`src/dsw_params.svh`:
```
/*
 * Constants of the drive status word profile: bit positions, widths, scaling.
 * Assumes inclusion by bare name from the package and design modules.
 */
`ifndef DSW_PARAMS_SVH
`define DSW_PARAMS_SVH

`define DSW_WORD_W 16
`define DSW_MAG_W 15
`define DSW_SIGN_BIT 15
`define DSW_BIT_RDY_ON 0
`define DSW_BIT_RDY_OPER 1
`define DSW_BIT_OPER_EN 2
`define DSW_BIT_FAULT 3
`define DSW_BIT_COAST_INACT 4
`define DSW_BIT_QUICK_INACT 5
`define DSW_BIT_SWON_INHIB 6
`define DSW_BIT_ALARM 7
`define DSW_BIT_ON_TARGET 8
`define DSW_BIT_REMOTE 9
`define DSW_BIT_OVER_LIMIT 10
`define DSW_BIT_EXT_LOC 11
`define DSW_BIT_RUN_PERMIT 12
`define DSW_BIT_SPEC_LO 13
`define DSW_BIT_SPEC_HI 14
`define DSW_BIT_COMM_ERR 15
`define DSW_TOL_PERCENT 10
`define DSW_PERCENT_FULL 100
`define DSW_REF_FULL_SCALE 20000
`define DSW_CTRL_REMOTE_CMD 10
`define DSW_CTRL_STOP_MASK 16'h0007
`define DSW_WORD_ZERO 16'h0000

`endif

```
`src/dsw_pkg.sv`:
```
/*
 * Types shared by the drive status word profile modules.
 * Assumes dsw_params.svh is reachable on the include path.
 */
`include "dsw_params.svh"
package dsw_pkg;
	typedef logic [`DSW_WORD_W-1:0] dsw_word_t;
	typedef logic [`DSW_MAG_W-1:0] dsw_mag_t;
endpackage : dsw_pkg

```
`src/dsw_status.sv`:
```
/*
 * Drive status word composer, reference gate and actual value return.
 * Assumes all inputs synchronous to sys_clk; the adapter reads the word.
 */
// What this block does
// - bits 0-7 mirror drive state flags
// - bit 8 set when speed within tolerance
// - bit 9 set under remote external control
// - bit 10 set at or over limit
// - bit 11 high selects second external location
// - bits 11-12 valid only when routed to fieldbus
// - bit 12 shows external run permit
// - bits 13-14 pass drive-specific values through
// - bit 15 shows adapter communication error
// - reference is sign plus 15-bit magnitude
// - 0 to 20000 maps to full scale
// - actual values 16-bit, quantity chosen by actual_select input
// - fieldbus references used only when source configured
// - remote command low passes stop bits only
`timescale 1ns/1ns
`default_nettype none
module dsw_status
	import dsw_pkg::*;
#(
	parameter int SPEED_W = 16,
	parameter int ACT_SEL_W = 2
) (
	input wire logic sys_clk,
	input wire logic rst_n,
	input wire logic rdy_on_flag,
	input wire logic rdy_oper_flag,
	input wire logic oper_enabled_flag,
	input wire logic fault_flag,
	input wire logic coast_stop_inactive_flag,
	input wire logic quick_stop_inactive_flag,
	input wire logic switch_on_inhibited_flag,
	input wire logic alarm_flag,
	input wire logic remote_control_active,
	input wire logic external_location_select,
	input wire logic external_run_permit_flag,
	input wire logic loc_routed_to_bus,
	input wire logic permit_routed_to_bus,
	input wire logic [1:0] drive_specific_bits,
	input wire logic adapter_comm_error_flag,
	input wire logic [SPEED_W-1:0] actual_speed,
	input wire logic [SPEED_W-1:0] nominal_speed,
	input wire logic [SPEED_W-1:0] speed_limit,
	input wire logic [`DSW_WORD_W-1:0] speed_reference_word,
	input wire logic [`DSW_WORD_W-1:0] master_control_word,
	input wire logic bus_is_ref_source,
	input wire logic [SPEED_W-1:0] speed_scale,
	input wire logic [ACT_SEL_W-1:0] actual_select,
	input wire logic [(1<<ACT_SEL_W)*`DSW_WORD_W-1:0] actual_sources,
	input wire logic status_read_strobe,
	input wire logic status_write_strobe,
	input wire logic [`DSW_WORD_W-1:0] status_write_data,
	output logic [`DSW_WORD_W-1:0] drive_state_word,
	output logic [`DSW_WORD_W-1:0] actual_value_word,
	output logic [`DSW_WORD_W-1:0] effective_control_word,
	output logic ref_valid,
	output logic ref_reverse,
	output logic [SPEED_W-1:0] ref_speed
);
	dsw_word_t status_q, status_d;
	dsw_word_t actual_q, actual_d;
	dsw_word_t ctrl_q, ctrl_d;
	logic ref_valid_q, ref_valid_d;
	logic [SPEED_W-1:0] speed_cmd;
	logic [SPEED_W-1:0] scaled_ref;
	logic dec_reverse;
	logic remote_cmd;

	// magnitude of a signed speed, so limits hold in both directions
	function automatic logic [SPEED_W-1:0] dsw_abs(input logic [SPEED_W-1:0] v);
		dsw_abs = v[SPEED_W-1] ? SPEED_W'(~v + SPEED_W'(1)) : v;
	endfunction : dsw_abs

	function automatic logic [SPEED_W+7:0] dsw_pct(
		input logic [SPEED_W-1:0] v, input logic [7:0] p);
		dsw_pct = (SPEED_W+8)'(v) * (SPEED_W+8)'(p);
	endfunction : dsw_pct

	dsw_ref_decode #(
		.SCALE_W(SPEED_W)
	) u_ref (
		.sys_clk(sys_clk),
		.rst_n(rst_n),
		.ref_word(speed_reference_word),
		.speed_scale(speed_scale),
		.ref_reverse(dec_reverse),
		.ref_scaled(scaled_ref)
	);

	assign remote_cmd = master_control_word[`DSW_CTRL_REMOTE_CMD];

	always_comb begin
		logic [SPEED_W-1:0] err;
		logic [SPEED_W-1:0] act_mag;
		logic [SPEED_W-1:0] cmd_mag;
		act_mag = dsw_abs(actual_speed);
		speed_cmd = dec_reverse ? SPEED_W'(~scaled_ref + SPEED_W'(1)) : scaled_ref;
		cmd_mag = scaled_ref;
		err = (act_mag > cmd_mag) ? SPEED_W'(act_mag - cmd_mag)
			: SPEED_W'(cmd_mag - act_mag);
		status_d = status_q;
		// writes from the master never reach the word
		if (status_read_strobe || !status_write_strobe) begin
			status_d = `DSW_WORD_ZERO;
			status_d[`DSW_BIT_RDY_ON] = rdy_on_flag;
			status_d[`DSW_BIT_RDY_OPER] = rdy_oper_flag;
			status_d[`DSW_BIT_OPER_EN] = oper_enabled_flag;
			status_d[`DSW_BIT_FAULT] = fault_flag;
			status_d[`DSW_BIT_COAST_INACT] = coast_stop_inactive_flag;
			status_d[`DSW_BIT_QUICK_INACT] = quick_stop_inactive_flag;
			status_d[`DSW_BIT_SWON_INHIB] = switch_on_inhibited_flag;
			status_d[`DSW_BIT_ALARM] = alarm_flag;
			status_d[`DSW_BIT_ON_TARGET] = (dsw_pct(err, 8'(`DSW_PERCENT_FULL))
				<= dsw_pct(nominal_speed, 8'(`DSW_TOL_PERCENT)));
			status_d[`DSW_BIT_REMOTE] = remote_control_active;
			status_d[`DSW_BIT_OVER_LIMIT] = (act_mag >= speed_limit);
			// unrouted bits read zero rather than stale drive state
			status_d[`DSW_BIT_EXT_LOC] =
				external_location_select & loc_routed_to_bus;
			status_d[`DSW_BIT_RUN_PERMIT] =
				external_run_permit_flag & permit_routed_to_bus;
			status_d[`DSW_BIT_SPEC_HI:`DSW_BIT_SPEC_LO] = drive_specific_bits;
			status_d[`DSW_BIT_COMM_ERR] = adapter_comm_error_flag;
		end
	end

	always_ff @(posedge sys_clk or negedge rst_n) begin
		if (!rst_n) begin
			status_q <= `DSW_WORD_ZERO;
		end else begin
			status_q <= status_d;
		end
	end

	always_comb begin
		actual_d = actual_sources[actual_select*`DSW_WORD_W +: `DSW_WORD_W];
		// stop bits always pass; everything else needs remote command
		ctrl_d = remote_cmd ? master_control_word
			: (master_control_word & `DSW_CTRL_STOP_MASK);
		ref_valid_d = bus_is_ref_source & remote_cmd;
	end

	always_ff @(posedge sys_clk or negedge rst_n) begin
		if (!rst_n) begin
			actual_q <= `DSW_WORD_ZERO;
			ctrl_q <= `DSW_WORD_ZERO;
			ref_valid_q <= 1'b0;
		end else begin
			actual_q <= actual_d;
			ctrl_q <= ctrl_d;
			ref_valid_q <= ref_valid_d;
		end
	end

	assign drive_state_word = status_q;
	assign actual_value_word = actual_q;
	assign effective_control_word = ctrl_q;
	assign ref_valid = ref_valid_q;
	assign ref_reverse = ref_valid_q & dec_reverse;
	assign ref_speed = ref_valid_q ? speed_cmd : '0;

	a_fault_bit: assert property (@(posedge sys_clk)
		disable iff (!rst_n) !status_write_strobe
		|=> drive_state_word[`DSW_BIT_FAULT] == $past(fault_flag))
		else $error("fault bit mismatch");

	a_ready_on_bit: assert property (@(posedge sys_clk)
		disable iff (!rst_n) status_read_strobe
		|=> drive_state_word[`DSW_BIT_RDY_ON] == $past(rdy_on_flag))
		else $error("ready on bit wrong");

	a_ready_oper_bit: assert property (@(posedge sys_clk)
		disable iff (!rst_n) status_read_strobe
		|=> drive_state_word[`DSW_BIT_RDY_OPER] == $past(rdy_oper_flag))
		else $error("ready oper bit wrong");

	a_oper_en_bit: assert property (@(posedge sys_clk)
		disable iff (!rst_n) status_read_strobe
		|=> drive_state_word[`DSW_BIT_OPER_EN] == $past(oper_enabled_flag))
		else $error("oper enabled bit wrong");

	a_coast_bit: assert property (@(posedge sys_clk)
		disable iff (!rst_n) status_read_strobe
		|=> drive_state_word[`DSW_BIT_COAST_INACT]
		== $past(coast_stop_inactive_flag))
		else $error("coast stop bit wrong");

	a_quick_bit: assert property (@(posedge sys_clk)
		disable iff (!rst_n) status_read_strobe
		|=> drive_state_word[`DSW_BIT_QUICK_INACT]
		== $past(quick_stop_inactive_flag))
		else $error("quick stop bit wrong");

	a_inhibit_bit: assert property (@(posedge sys_clk)
		disable iff (!rst_n) status_read_strobe
		|=> drive_state_word[`DSW_BIT_SWON_INHIB]
		== $past(switch_on_inhibited_flag))
		else $error("inhibit bit wrong");

	a_alarm_bit: assert property (@(posedge sys_clk)
		disable iff (!rst_n) status_read_strobe
		|=> drive_state_word[`DSW_BIT_ALARM] == $past(alarm_flag))
		else $error("alarm bit wrong");

	// exact match must always count as on target
	a_target_hit: assert property (@(posedge sys_clk)
		disable iff (!rst_n) status_read_strobe
		&& dsw_abs(actual_speed) == scaled_ref
		|=> drive_state_word[`DSW_BIT_ON_TARGET])
		else $error("on target bit missed");

	// error above full nominal speed is far outside tolerance
	a_target_miss: assert property (@(posedge sys_clk)
		disable iff (!rst_n) status_read_strobe
		&& {1'b0, dsw_abs(actual_speed)}
		> {1'b0, scaled_ref} + {1'b0, nominal_speed}
		|=> !drive_state_word[`DSW_BIT_ON_TARGET])
		else $error("on target bit false");

	a_remote_bit: assert property (@(posedge sys_clk)
		disable iff (!rst_n) status_read_strobe
		|=> drive_state_word[`DSW_BIT_REMOTE] == $past(remote_control_active))
		else $error("remote bit wrong");

	a_over_limit_bit: assert property (@(posedge sys_clk)
		disable iff (!rst_n) status_read_strobe
		|=> drive_state_word[`DSW_BIT_OVER_LIMIT]
		== $past(dsw_abs(actual_speed) >= speed_limit))
		else $error("over limit bit wrong");

	a_loc_bit: assert property (@(posedge sys_clk)
		disable iff (!rst_n) loc_routed_to_bus && status_read_strobe
		|=> drive_state_word[`DSW_BIT_EXT_LOC]
		== $past(external_location_select))
		else $error("location bit wrong");

	a_loc_first: assert property (@(posedge sys_clk)
		disable iff (!rst_n) !external_location_select && status_read_strobe
		|=> !drive_state_word[`DSW_BIT_EXT_LOC])
		else $error("first location not low");

	a_loc_gated: assert property (@(posedge sys_clk)
		disable iff (!rst_n) !loc_routed_to_bus && status_read_strobe
		|=> !drive_state_word[`DSW_BIT_EXT_LOC])
		else $error("loc ungated");

	a_permit_gated: assert property (@(posedge sys_clk)
		disable iff (!rst_n) !permit_routed_to_bus && status_read_strobe
		|=> !drive_state_word[`DSW_BIT_RUN_PERMIT])
		else $error("permit ungated");

	a_permit_bit: assert property (@(posedge sys_clk)
		disable iff (!rst_n) permit_routed_to_bus && status_read_strobe
		|=> drive_state_word[`DSW_BIT_RUN_PERMIT]
		== $past(external_run_permit_flag))
		else $error("permit bit wrong");

	a_permit_absent: assert property (@(posedge sys_clk)
		disable iff (!rst_n) !external_run_permit_flag && status_read_strobe
		|=> !drive_state_word[`DSW_BIT_RUN_PERMIT])
		else $error("permit bit without signal");

	a_spec_pass: assert property (@(posedge sys_clk)
		disable iff (!rst_n) status_read_strobe
		|=> drive_state_word[`DSW_BIT_SPEC_HI:`DSW_BIT_SPEC_LO]
		== $past(drive_specific_bits))
		else $error("spec bits wrong");

	a_comm_err_bit: assert property (@(posedge sys_clk)
		disable iff (!rst_n) status_read_strobe
		|=> drive_state_word[`DSW_BIT_COMM_ERR]
		== $past(adapter_comm_error_flag))
		else $error("comm err bit");

	a_sign_reverse: assert property (@(posedge sys_clk)
		disable iff (!rst_n) 1'b1
		|=> dec_reverse == $past(speed_reference_word[`DSW_SIGN_BIT]))
		else $error("sign bit not decoded");

	a_full_scale: assert property (@(posedge sys_clk)
		disable iff (!rst_n)
		speed_reference_word == `DSW_WORD_W'(`DSW_REF_FULL_SCALE)
		|=> scaled_ref == $past(speed_scale))
		else $error("full scale reference wrong");

	a_zero_ref: assert property (@(posedge sys_clk)
		disable iff (!rst_n) speed_reference_word == `DSW_WORD_ZERO
		|=> scaled_ref == '0)
		else $error("zero reference not zero");

	a_actual_sel: assert property (@(posedge sys_clk)
		disable iff (!rst_n) 1'b1
		|=> actual_value_word == $past(actual_sources[actual_select
		*`DSW_WORD_W +: `DSW_WORD_W]))
		else $error("actual mux wrong");

	a_ref_gate: assert property (@(posedge sys_clk)
		disable iff (!rst_n) !(bus_is_ref_source && remote_cmd)
		|=> ref_speed == '0)
		else $error("reference leaked");

	a_ref_valid: assert property (@(posedge sys_clk)
		disable iff (!rst_n) 1'b1
		|=> ref_valid == $past(bus_is_ref_source && remote_cmd))
		else $error("reference valid wrong");

	a_reverse_gated: assert property (@(posedge sys_clk)
		disable iff (!rst_n) !ref_valid |-> !ref_reverse)
		else $error("reverse without valid");

	a_speed_fwd: assert property (@(posedge sys_clk)
		disable iff (!rst_n) ref_valid && !dec_reverse
		|-> ref_speed == scaled_ref)
		else $error("forward speed wrong");

	a_stop_only: assert property (@(posedge sys_clk)
		disable iff (!rst_n) !remote_cmd
		|=> (effective_control_word & ~`DSW_CTRL_STOP_MASK) == '0)
		else $error("control passed without remote");

	a_stop_pass: assert property (@(posedge sys_clk)
		disable iff (!rst_n) 1'b1
		|=> (effective_control_word & `DSW_CTRL_STOP_MASK)
		== ($past(master_control_word) & `DSW_CTRL_STOP_MASK))
		else $error("stop bits blocked");

	a_remote_pass: assert property (@(posedge sys_clk)
		disable iff (!rst_n) remote_cmd
		|=> effective_control_word == $past(master_control_word))
		else $error("remote control word blocked");

	a_write_ignored: assert property (@(posedge sys_clk)
		disable iff (!rst_n) status_write_strobe && !status_read_strobe
		|=> $stable(drive_state_word))
		else $error("status write took effect");

	a_read_wins: assert property (@(posedge sys_clk)
		disable iff (!rst_n) status_write_strobe && status_read_strobe
		|=> drive_state_word[`DSW_BIT_FAULT] == $past(fault_flag))
		else $error("read with write not refreshed");
endmodule : dsw_status
`default_nettype wire

```
`src/dsw_ref_decode.sv`:
```
/*
 * Decodes a signed fieldbus reference: sign and 15-bit magnitude, scaled
 * onto the speed scaling value. Assumes one clock, async active-low reset.
 */
`timescale 1ns/1ns
`default_nettype none
module dsw_ref_decode
	import dsw_pkg::*;
#(
	parameter int SCALE_W = 16
) (
	input wire logic sys_clk,
	input wire logic rst_n,
	input wire logic [`DSW_WORD_W-1:0] ref_word,
	input wire logic [SCALE_W-1:0] speed_scale,
	output logic ref_reverse,
	output logic [SCALE_W-1:0] ref_scaled
);
	logic [SCALE_W-1:0] ref_scaled_d;
	logic ref_reverse_d;
	logic [`DSW_MAG_W-1:0] mag;
	logic [`DSW_WORD_W-1:0] neg;
	logic [SCALE_W+`DSW_MAG_W-1:0] prod;

	always_comb begin
		ref_reverse_d = ref_word[`DSW_SIGN_BIT];
		// reversed direction arrives as two's complement of the positive
		neg = (~ref_word) + `DSW_WORD_W'(1);
		mag = ref_reverse_d ? neg[`DSW_MAG_W-1:0] : ref_word[`DSW_MAG_W-1:0];
		prod = (SCALE_W+`DSW_MAG_W)'(mag) * (SCALE_W+`DSW_MAG_W)'(speed_scale);
		// full scale 20000 maps to 100 percent of the scaling value
		ref_scaled_d = SCALE_W'(prod / (SCALE_W+`DSW_MAG_W)'(`DSW_REF_FULL_SCALE));
	end

	always_ff @(posedge sys_clk or negedge rst_n) begin
		if (!rst_n) begin
			ref_reverse <= 1'b0;
			ref_scaled <= '0;
		end else begin
			ref_reverse <= ref_reverse_d;
			ref_scaled <= ref_scaled_d;
		end
	end
endmodule : dsw_ref_decode
`default_nettype wire

```
`config.mk`:
```
export PLATFORM = sky130hd
export DESIGN_NAME = dsw_status
export DESIGN_NICKNAME = d
export VERILOG_FILES = /design/src/dsw_pkg.sv /design/src/dsw_status.sv /design/src/dsw_ref_decode.sv
export VERILOG_INCLUDE_DIRS = /design/src
export SDC_FILE = /design/constraint.sdc
export NUM_CORES = 1
export LEC_CHECK = 0
export BUFFER_PORTS_ARGS = -buffer_cell sky130_fd_sc_hd__clkbuf_2
export CORE_MARGIN = 2
export CORE_UTILIZATION = 57
export CTS_BUF_LIST = sky130_fd_sc_hd__clkbuf_4 sky130_fd_sc_hd__clkbuf_8
export DETAILED_ROUTE_END_ITERATION = 6
export PLACE_DENSITY_LB_ADDON = 0.08
export SLEW_MARGIN = 40
export SYNTH_ARGS = -nofsm -noshare
export SYNTH_HDL_FRONTEND = slang
export SYNTH_HIERARCHICAL = 1
export SYNTH_SLANG_ARGS = --single-unit
```
`constraint.sdc`:
```
create_clock -name sys_clk -period 6.4 [get_ports sys_clk]
set_input_delay 0.32 -clock sys_clk [delete_from_list [all_inputs] [get_ports sys_clk]]
set_output_delay 0.32 -clock sys_clk [all_outputs]
set_load 0.05 [all_outputs]
```
# Word level (Yosys, flattened, before mapping)
# Index checks and enable logic that the tools add are counted.
[op_classes]
n_reduce_logical = 2
shifts = 1
n_addsub = 5
bitwise = 7
order_cmp = 3
n_mux = 6
multipliers = 3
n_div = 1
[ops]
columns = ["op", "n"]
rows = [
  ["2-to-1 mux 16 bit", 5],
  ["variable part select 64 x 7 -> 16 bit", 1],
  ["adder 16 x 1 -> 16 bit, second input constant", 2],
  ["NOT 16 bit", 2],
  ["subtractor 16 bit", 2],
  ["divider 31 x 15 -> 31 bit, second input constant", 1],
  ["multiplier 15 x 16 -> 31 bit", 1],
  ["<= comparator 23 x 20 -> 1 bit", 1],
  ["multiplier 16 x 5 -> 21 bit, second input constant", 1],
  ["multiplier 16 x 3 -> 19 bit, second input constant", 1],
  [">= comparator 16 bit", 1],
  ["greater-than comparator 16 bit", 1],
  ["adder 15 x 1 -> 15 bit, second input constant", 1],
  ["2-to-1 mux 15 bit", 1],
  ["NOT 15 bit", 1],
  ["AND 1 bit", 4],
  ["zero test 1 bit", 1],
  ["logical OR 1 bit", 1],
]
[totals]
out_inout_bits = 66
in_bits = 199
regBits = 66
elab_cells = 34

# Logic depth before layout (Yosys ltp)
[depth]
depth_word = 7
mapped_depth = 92

# Modules after synthesis
# The synthesis kept the hierarchy.
[by_module_without_submodules]
columns = ["mod", "seq_area_each_um2", "area_each_um2", "cells_each", "n_inst"]
rows = [
  ["dsw_ref_decode", 425.4, 15552.4, 1973, 1],
  ["dsw_status", 1226.2, 7238.2, 845, 1],
]

# Worst setup path before layout
# Ideal clock, no wire load.
[synth_path]
kind = "input to register"
start = "input port speed_reference_word[5]"
end = "register u_ref.ref_scaled[0]"
arrival_time_ns = 21.098
cell_stages = 84
path_slack_ns = -14.829
setup_time_ns = 0.132
path_cell_list = "or4_1 -> nor4_1 -> nand2b_1 -> or4_1 -> o31ai_1 -> xnor2_1 -> clkbuf_1 -> nand2_1 -> fa_1 -> fa_1 -> inv_1 -> fa_1 -> fa_1 -> fa_1 -> inv_1 -> fa_1 -> inv_1 -> ha_1 -> [48 not listed] -> o2111ai_2 -> a31o_1 -> buf_2 -> a21oi_1 -> xnor2_1 -> nor3_1 -> a221o_1 -> a22o_1 -> buf_2 -> a31oi_1 -> xor2_1 -> nand3_1 -> a311o_1 -> a21o_1 -> o21ai_0 -> o21ai_1 -> o2bb2ai_1 -> a221oi_1"
[synth_between]
elab_chain_cells = 5
[synth_lines]
columns = ["element", "line", "text"]
rows = [
  ["from (decl)", "dsw_status.sv:48", "input wire logic [`DSW_WORD_W-1:0] speed_reference_word,"],
  ["NOT 15 bit", "dsw_ref_decode.sv:28", "neg = (~ref_word) + `DSW_WORD_W'(1);"],
  ["adder 15 x 1 -> 15 bit", "dsw_ref_decode.sv:28", ""],
  ["2-to-1 mux 15 bit (*)", "dsw_ref_decode.sv:29", "mag = ref_reverse_d ? neg[`DSW_MAG_W-1:0] : ref_word[`DSW_MAG_W-1:0];"],
  ["multiplier 15 x 16 -> 31 bit (*)", "dsw_ref_decode.sv:30", "prod = (SCALE_W+`DSW_MAG_W)'(mag) * (SCALE_W+`DSW_MAG_W)'(speed_scale);"],
  ["divider 31 x 15 -> 31 bit (*)", "dsw_ref_decode.sv:32", "ref_scaled_d = SCALE_W'(prod / (SCALE_W+`DSW_MAG_W)'(`DSW_REF_FULL_SCALE));"],
  ["net u_ref.ref_scaled_d[0]", "dsw_ref_decode.sv:19", "logic [SCALE_W-1:0] ref_scaled_d;"],
  ["to (signal assigned)", "dsw_ref_decode.sv:41", "ref_scaled <= ref_scaled_d;"],
  ["to (decl)", "dsw_ref_decode.sv:17", "output logic [SCALE_W-1:0] ref_scaled"],
]
# Mark *: on every way through the listed nets, which the timed path passes. The rest lies on a longest branch.
# A chain may end at the register's enable or synchronous reset.

# Worst setup path after layout
[layout_path]
start = "input port speed_reference_word[2]"
end = "register u_ref.ref_scaled[0]"
# The elaborated chain is that of the path after synthesis.

==> results_dict.tcl <==
set metrics [dict create \
    status "complete, but fails checks" \
    violations "DRC, setup timing" \
    core_mm2 0.0396 \
    gp_congestion 0.986 \
    startpoint_type "primary input" \
    dieWidth_um 204 \
    cts.sinks 66 \
    ios 265 \
    antenna_found_initial 6 \
    die-area_mm2 0.0416 \
    finalSetupTns_ns -132.75 \
    drive_gt1_share_pct 41.2 \
    ys_seq_area_share_pct 7.25 \
    routed_via_density 6.10 \
    report.final.slew_viol_count 0 \
    insertion_delay_ns 0.37 \
    drt-total-wl_um 87700 \
    async_reset_ff_share_pct 100 \
    dp_hpwl_um 65000 \
    cpMostUsedCell "buf_4" \
    postCtsHoldBufs 0 \
    tritoncts "done" \
    cp_slowest_cell "or4_4" \
    required_ns 6.66 \
    initial_utilization_pct 57.5 \
    reg2reg_slack_ns -0.41 \
    multi_input_area_mm2 0.0217 \
    drc_errors 1 \
    ys_top_cells_by_area "fa_1 17%, ha_1 13%, dfrtp_1 7.2%, xnor2_1 5.1%, inv_1 5.1%" \
    rr_startpoint "u_ref/ref_scaled[0]" \
    yosys_register_bits 66 \
    cp-end-kind "flop" \
    tightest_slew_ns 0.796 \
    synthCells 2818 \
    synth-edff-count 0 \
    grt_pass1_vias 27300 \
    rows 73 \
    setup_slack_ns -14.18 \
    synth_top_area_cell "fa_1" \
    final_cell_area_mm2 0.0340 \
    antenna_left 0 \
    fill_cells 2210 \
    grt_overflow 0 \
    final_hold_viol_count 0 \
    yosys_most_used_dff "dfrtp_1" \
    maxSlewHeadroom_pct 46.9 \
    synth_top_area_share_pct 17.0 \
    syn_area_mm2 0.0228 \
    timing.rr.end "drive_state_word[8]" \
    via_count 27100 \
    place_ws_ns -14.73 \
    grt_max_degree 67 \
    crit_arrival_ns 20.84 \
    hold_path_class "in -> async" \
    synth_fp_nets 3455 \
    fin_crit_ns 20.58 \
    numCtsBuffers 9 \
    drt_iter0_drc 2561 \
    clk_pin_slew_ns 0.09 \
    htree_num_levels 3 \
    clockBufferDepth 2 \
    grt_pass1_wl_um 133000 \
    fin_nets 4540 \
    area_delta_synth_final_pct 49.2 \
    grt_setup_unrepaired "yes" \
    ys_types 130 \
    synth.most_common_cell "inv_1" \
    cp_max_fo 8 \
    grt_use_total_pct 38.9 \
    firstDrtPassIters 7 \
    path_class "in -> reg" \
    drv_cap 0 \
    port_buffers 248 \
    rr_worst_depth 30 \
    max_freq_mhz 48.6 \
    post_drt_wl_per_cell_um 19.8 \
    place_area_mm2 0.0310 \
    period_share_pct 322 \
    ctsRootBufferMaster "clkbuf_8" \
    hold_ws_ns 0.0605 \
    finClkSkew_ns 0.0309 \
    regArea_mm2 0.00165 \
    setup_viol 17 \
    synth_common_cells "311 x inv_1, 286 x nand2_1, 244 x ha_1, 194 x fa_1, 147 x a21oi_1" \
    die_y_um 204 \
    ys_warn_count 6 \
    synth.avg_cell_area_um2 8.09 \
    crit_path_max_incr_delay_ns 0.55 \
]
worst max-delay path, delay by kind of cell:
| kind | cells | cell delay [ns] |
|---|---|---|
| buffers and inverters | 17 | 2.34 |
| and+or+nand+nor | 21 | 4.93 |
| adders and majority gates | 7 | 2.91 |
| AOI/OAI and AO/OA | 38 | 9.22 |
| muxes | 2 | 0.39 |
| xor gates and xnor gates | 4 | 0.75 |
cell type report:
cell class / count / area share [%]
Multi-Input combinational cell: 2332 / 63.9
Clock inverter: 7 / 0.302
Inverter: 312 / 3.48
Antenna cell: 1 / 0.00736
Timing Repair Buffer: 1182 / 25.1
Tap cell: 525 / 1.93
Clock buffer: 9 / 0.364
Sequential cell: 66 / 4.86
through the flow:
step / cells / util (%)
final: 4434 / 85.8
after global routing: 4434 / 85.8
after CTS: 4402 / 83.3
after detailed placement: 4309 / 78.2
after global placement: 4309 / 78.2
after floorplan: 2818 / -
flip-flops by register name, summed over array words and instances, names as in the netlist:
| name | flops |
|---|---|
| effective_control_word | 16 |
| drive_state_word | 16 |
| ref_valid | 1 |
| u_ref/ref_scaled | 16 |
| u_ref/ref_reverse | 1 |
| actual_value_word | 16 |
cells by family after synthesis:
kind of cell | share of synthesized area, %
AND/OR/NAND/NOR | 21.7
AO/OA/AOI/OAI | 22.0
adder cells (fa/ha/maj) | 30.8
buffers and inverters | 7.19
XOR/XNOR | 8.05
flip-flops | 7.25
multiplexers | 3.00
layout by cell type (no fill, tap or decap), types with 20 or more instances in the layout:
master,instances
a21oi_1,121
fa_1,188
buf_6,51
o211ai_1,32
a31oi_1,28
a21oi_2,23
o31ai_1,20
dfrtp_1,66
o21ai_1,24
nand2b_1,34
nor3_1,52
xor2_1,50
nand3_1,63
xnor2_2,24
nand2_1,278
inv_1,304
nand4_1,26
ha_1,225
buf_4,875
a21o_1,43
nor2b_1,83
xnor2_1,109
nor2_1,110
o21ai_0,78
and2_1,121
clkbuf_2,246
worst max-delay path by stage:
stage | from | end | slack [ns] | cells after the start
2_1_floorplan | speed_reference_word[3] | u_ref/ref_scaled[0] | -13.96 | 82
3_3_place_gp | speed_reference_word[3] | u_ref/ref_scaled[0] | -14.11 | 79
3_5_place_dp | speed_reference_word[3] | u_ref/ref_scaled[0] | -14.73 | 84
4_1_cts | speed_reference_word[5] | u_ref/ref_scaled[0] | -13.34 | 85
5_1_grt | speed_reference_word[2] | u_ref/ref_scaled[0] | -14.88 | 94
6_report | speed_reference_word[2] | u_ref/ref_scaled[0] | -14.18 | 89
timing repair:
item	in CTS	in global routing
pin swaps	155	79
gates cloned	1	0
buffers inserted	77	35
setup endpoints to repair	17	17
gates resized for setup	238	133
layer usage:
layer  routed length [µm]  share of wire, %  track usage [%]  vias up
met1                32900                38             46.3    12900
met2                42800                49             69.4     1531
met4                 5360               6.1             18.4        4
li1                     -                 -                -    12100
met3                 6510               7.4             5.12      514
met5                   27             0.031                0        -
Power is not shown: default switching activity piles up to over one toggle a cycle in this logic, so the estimate is an artifact.
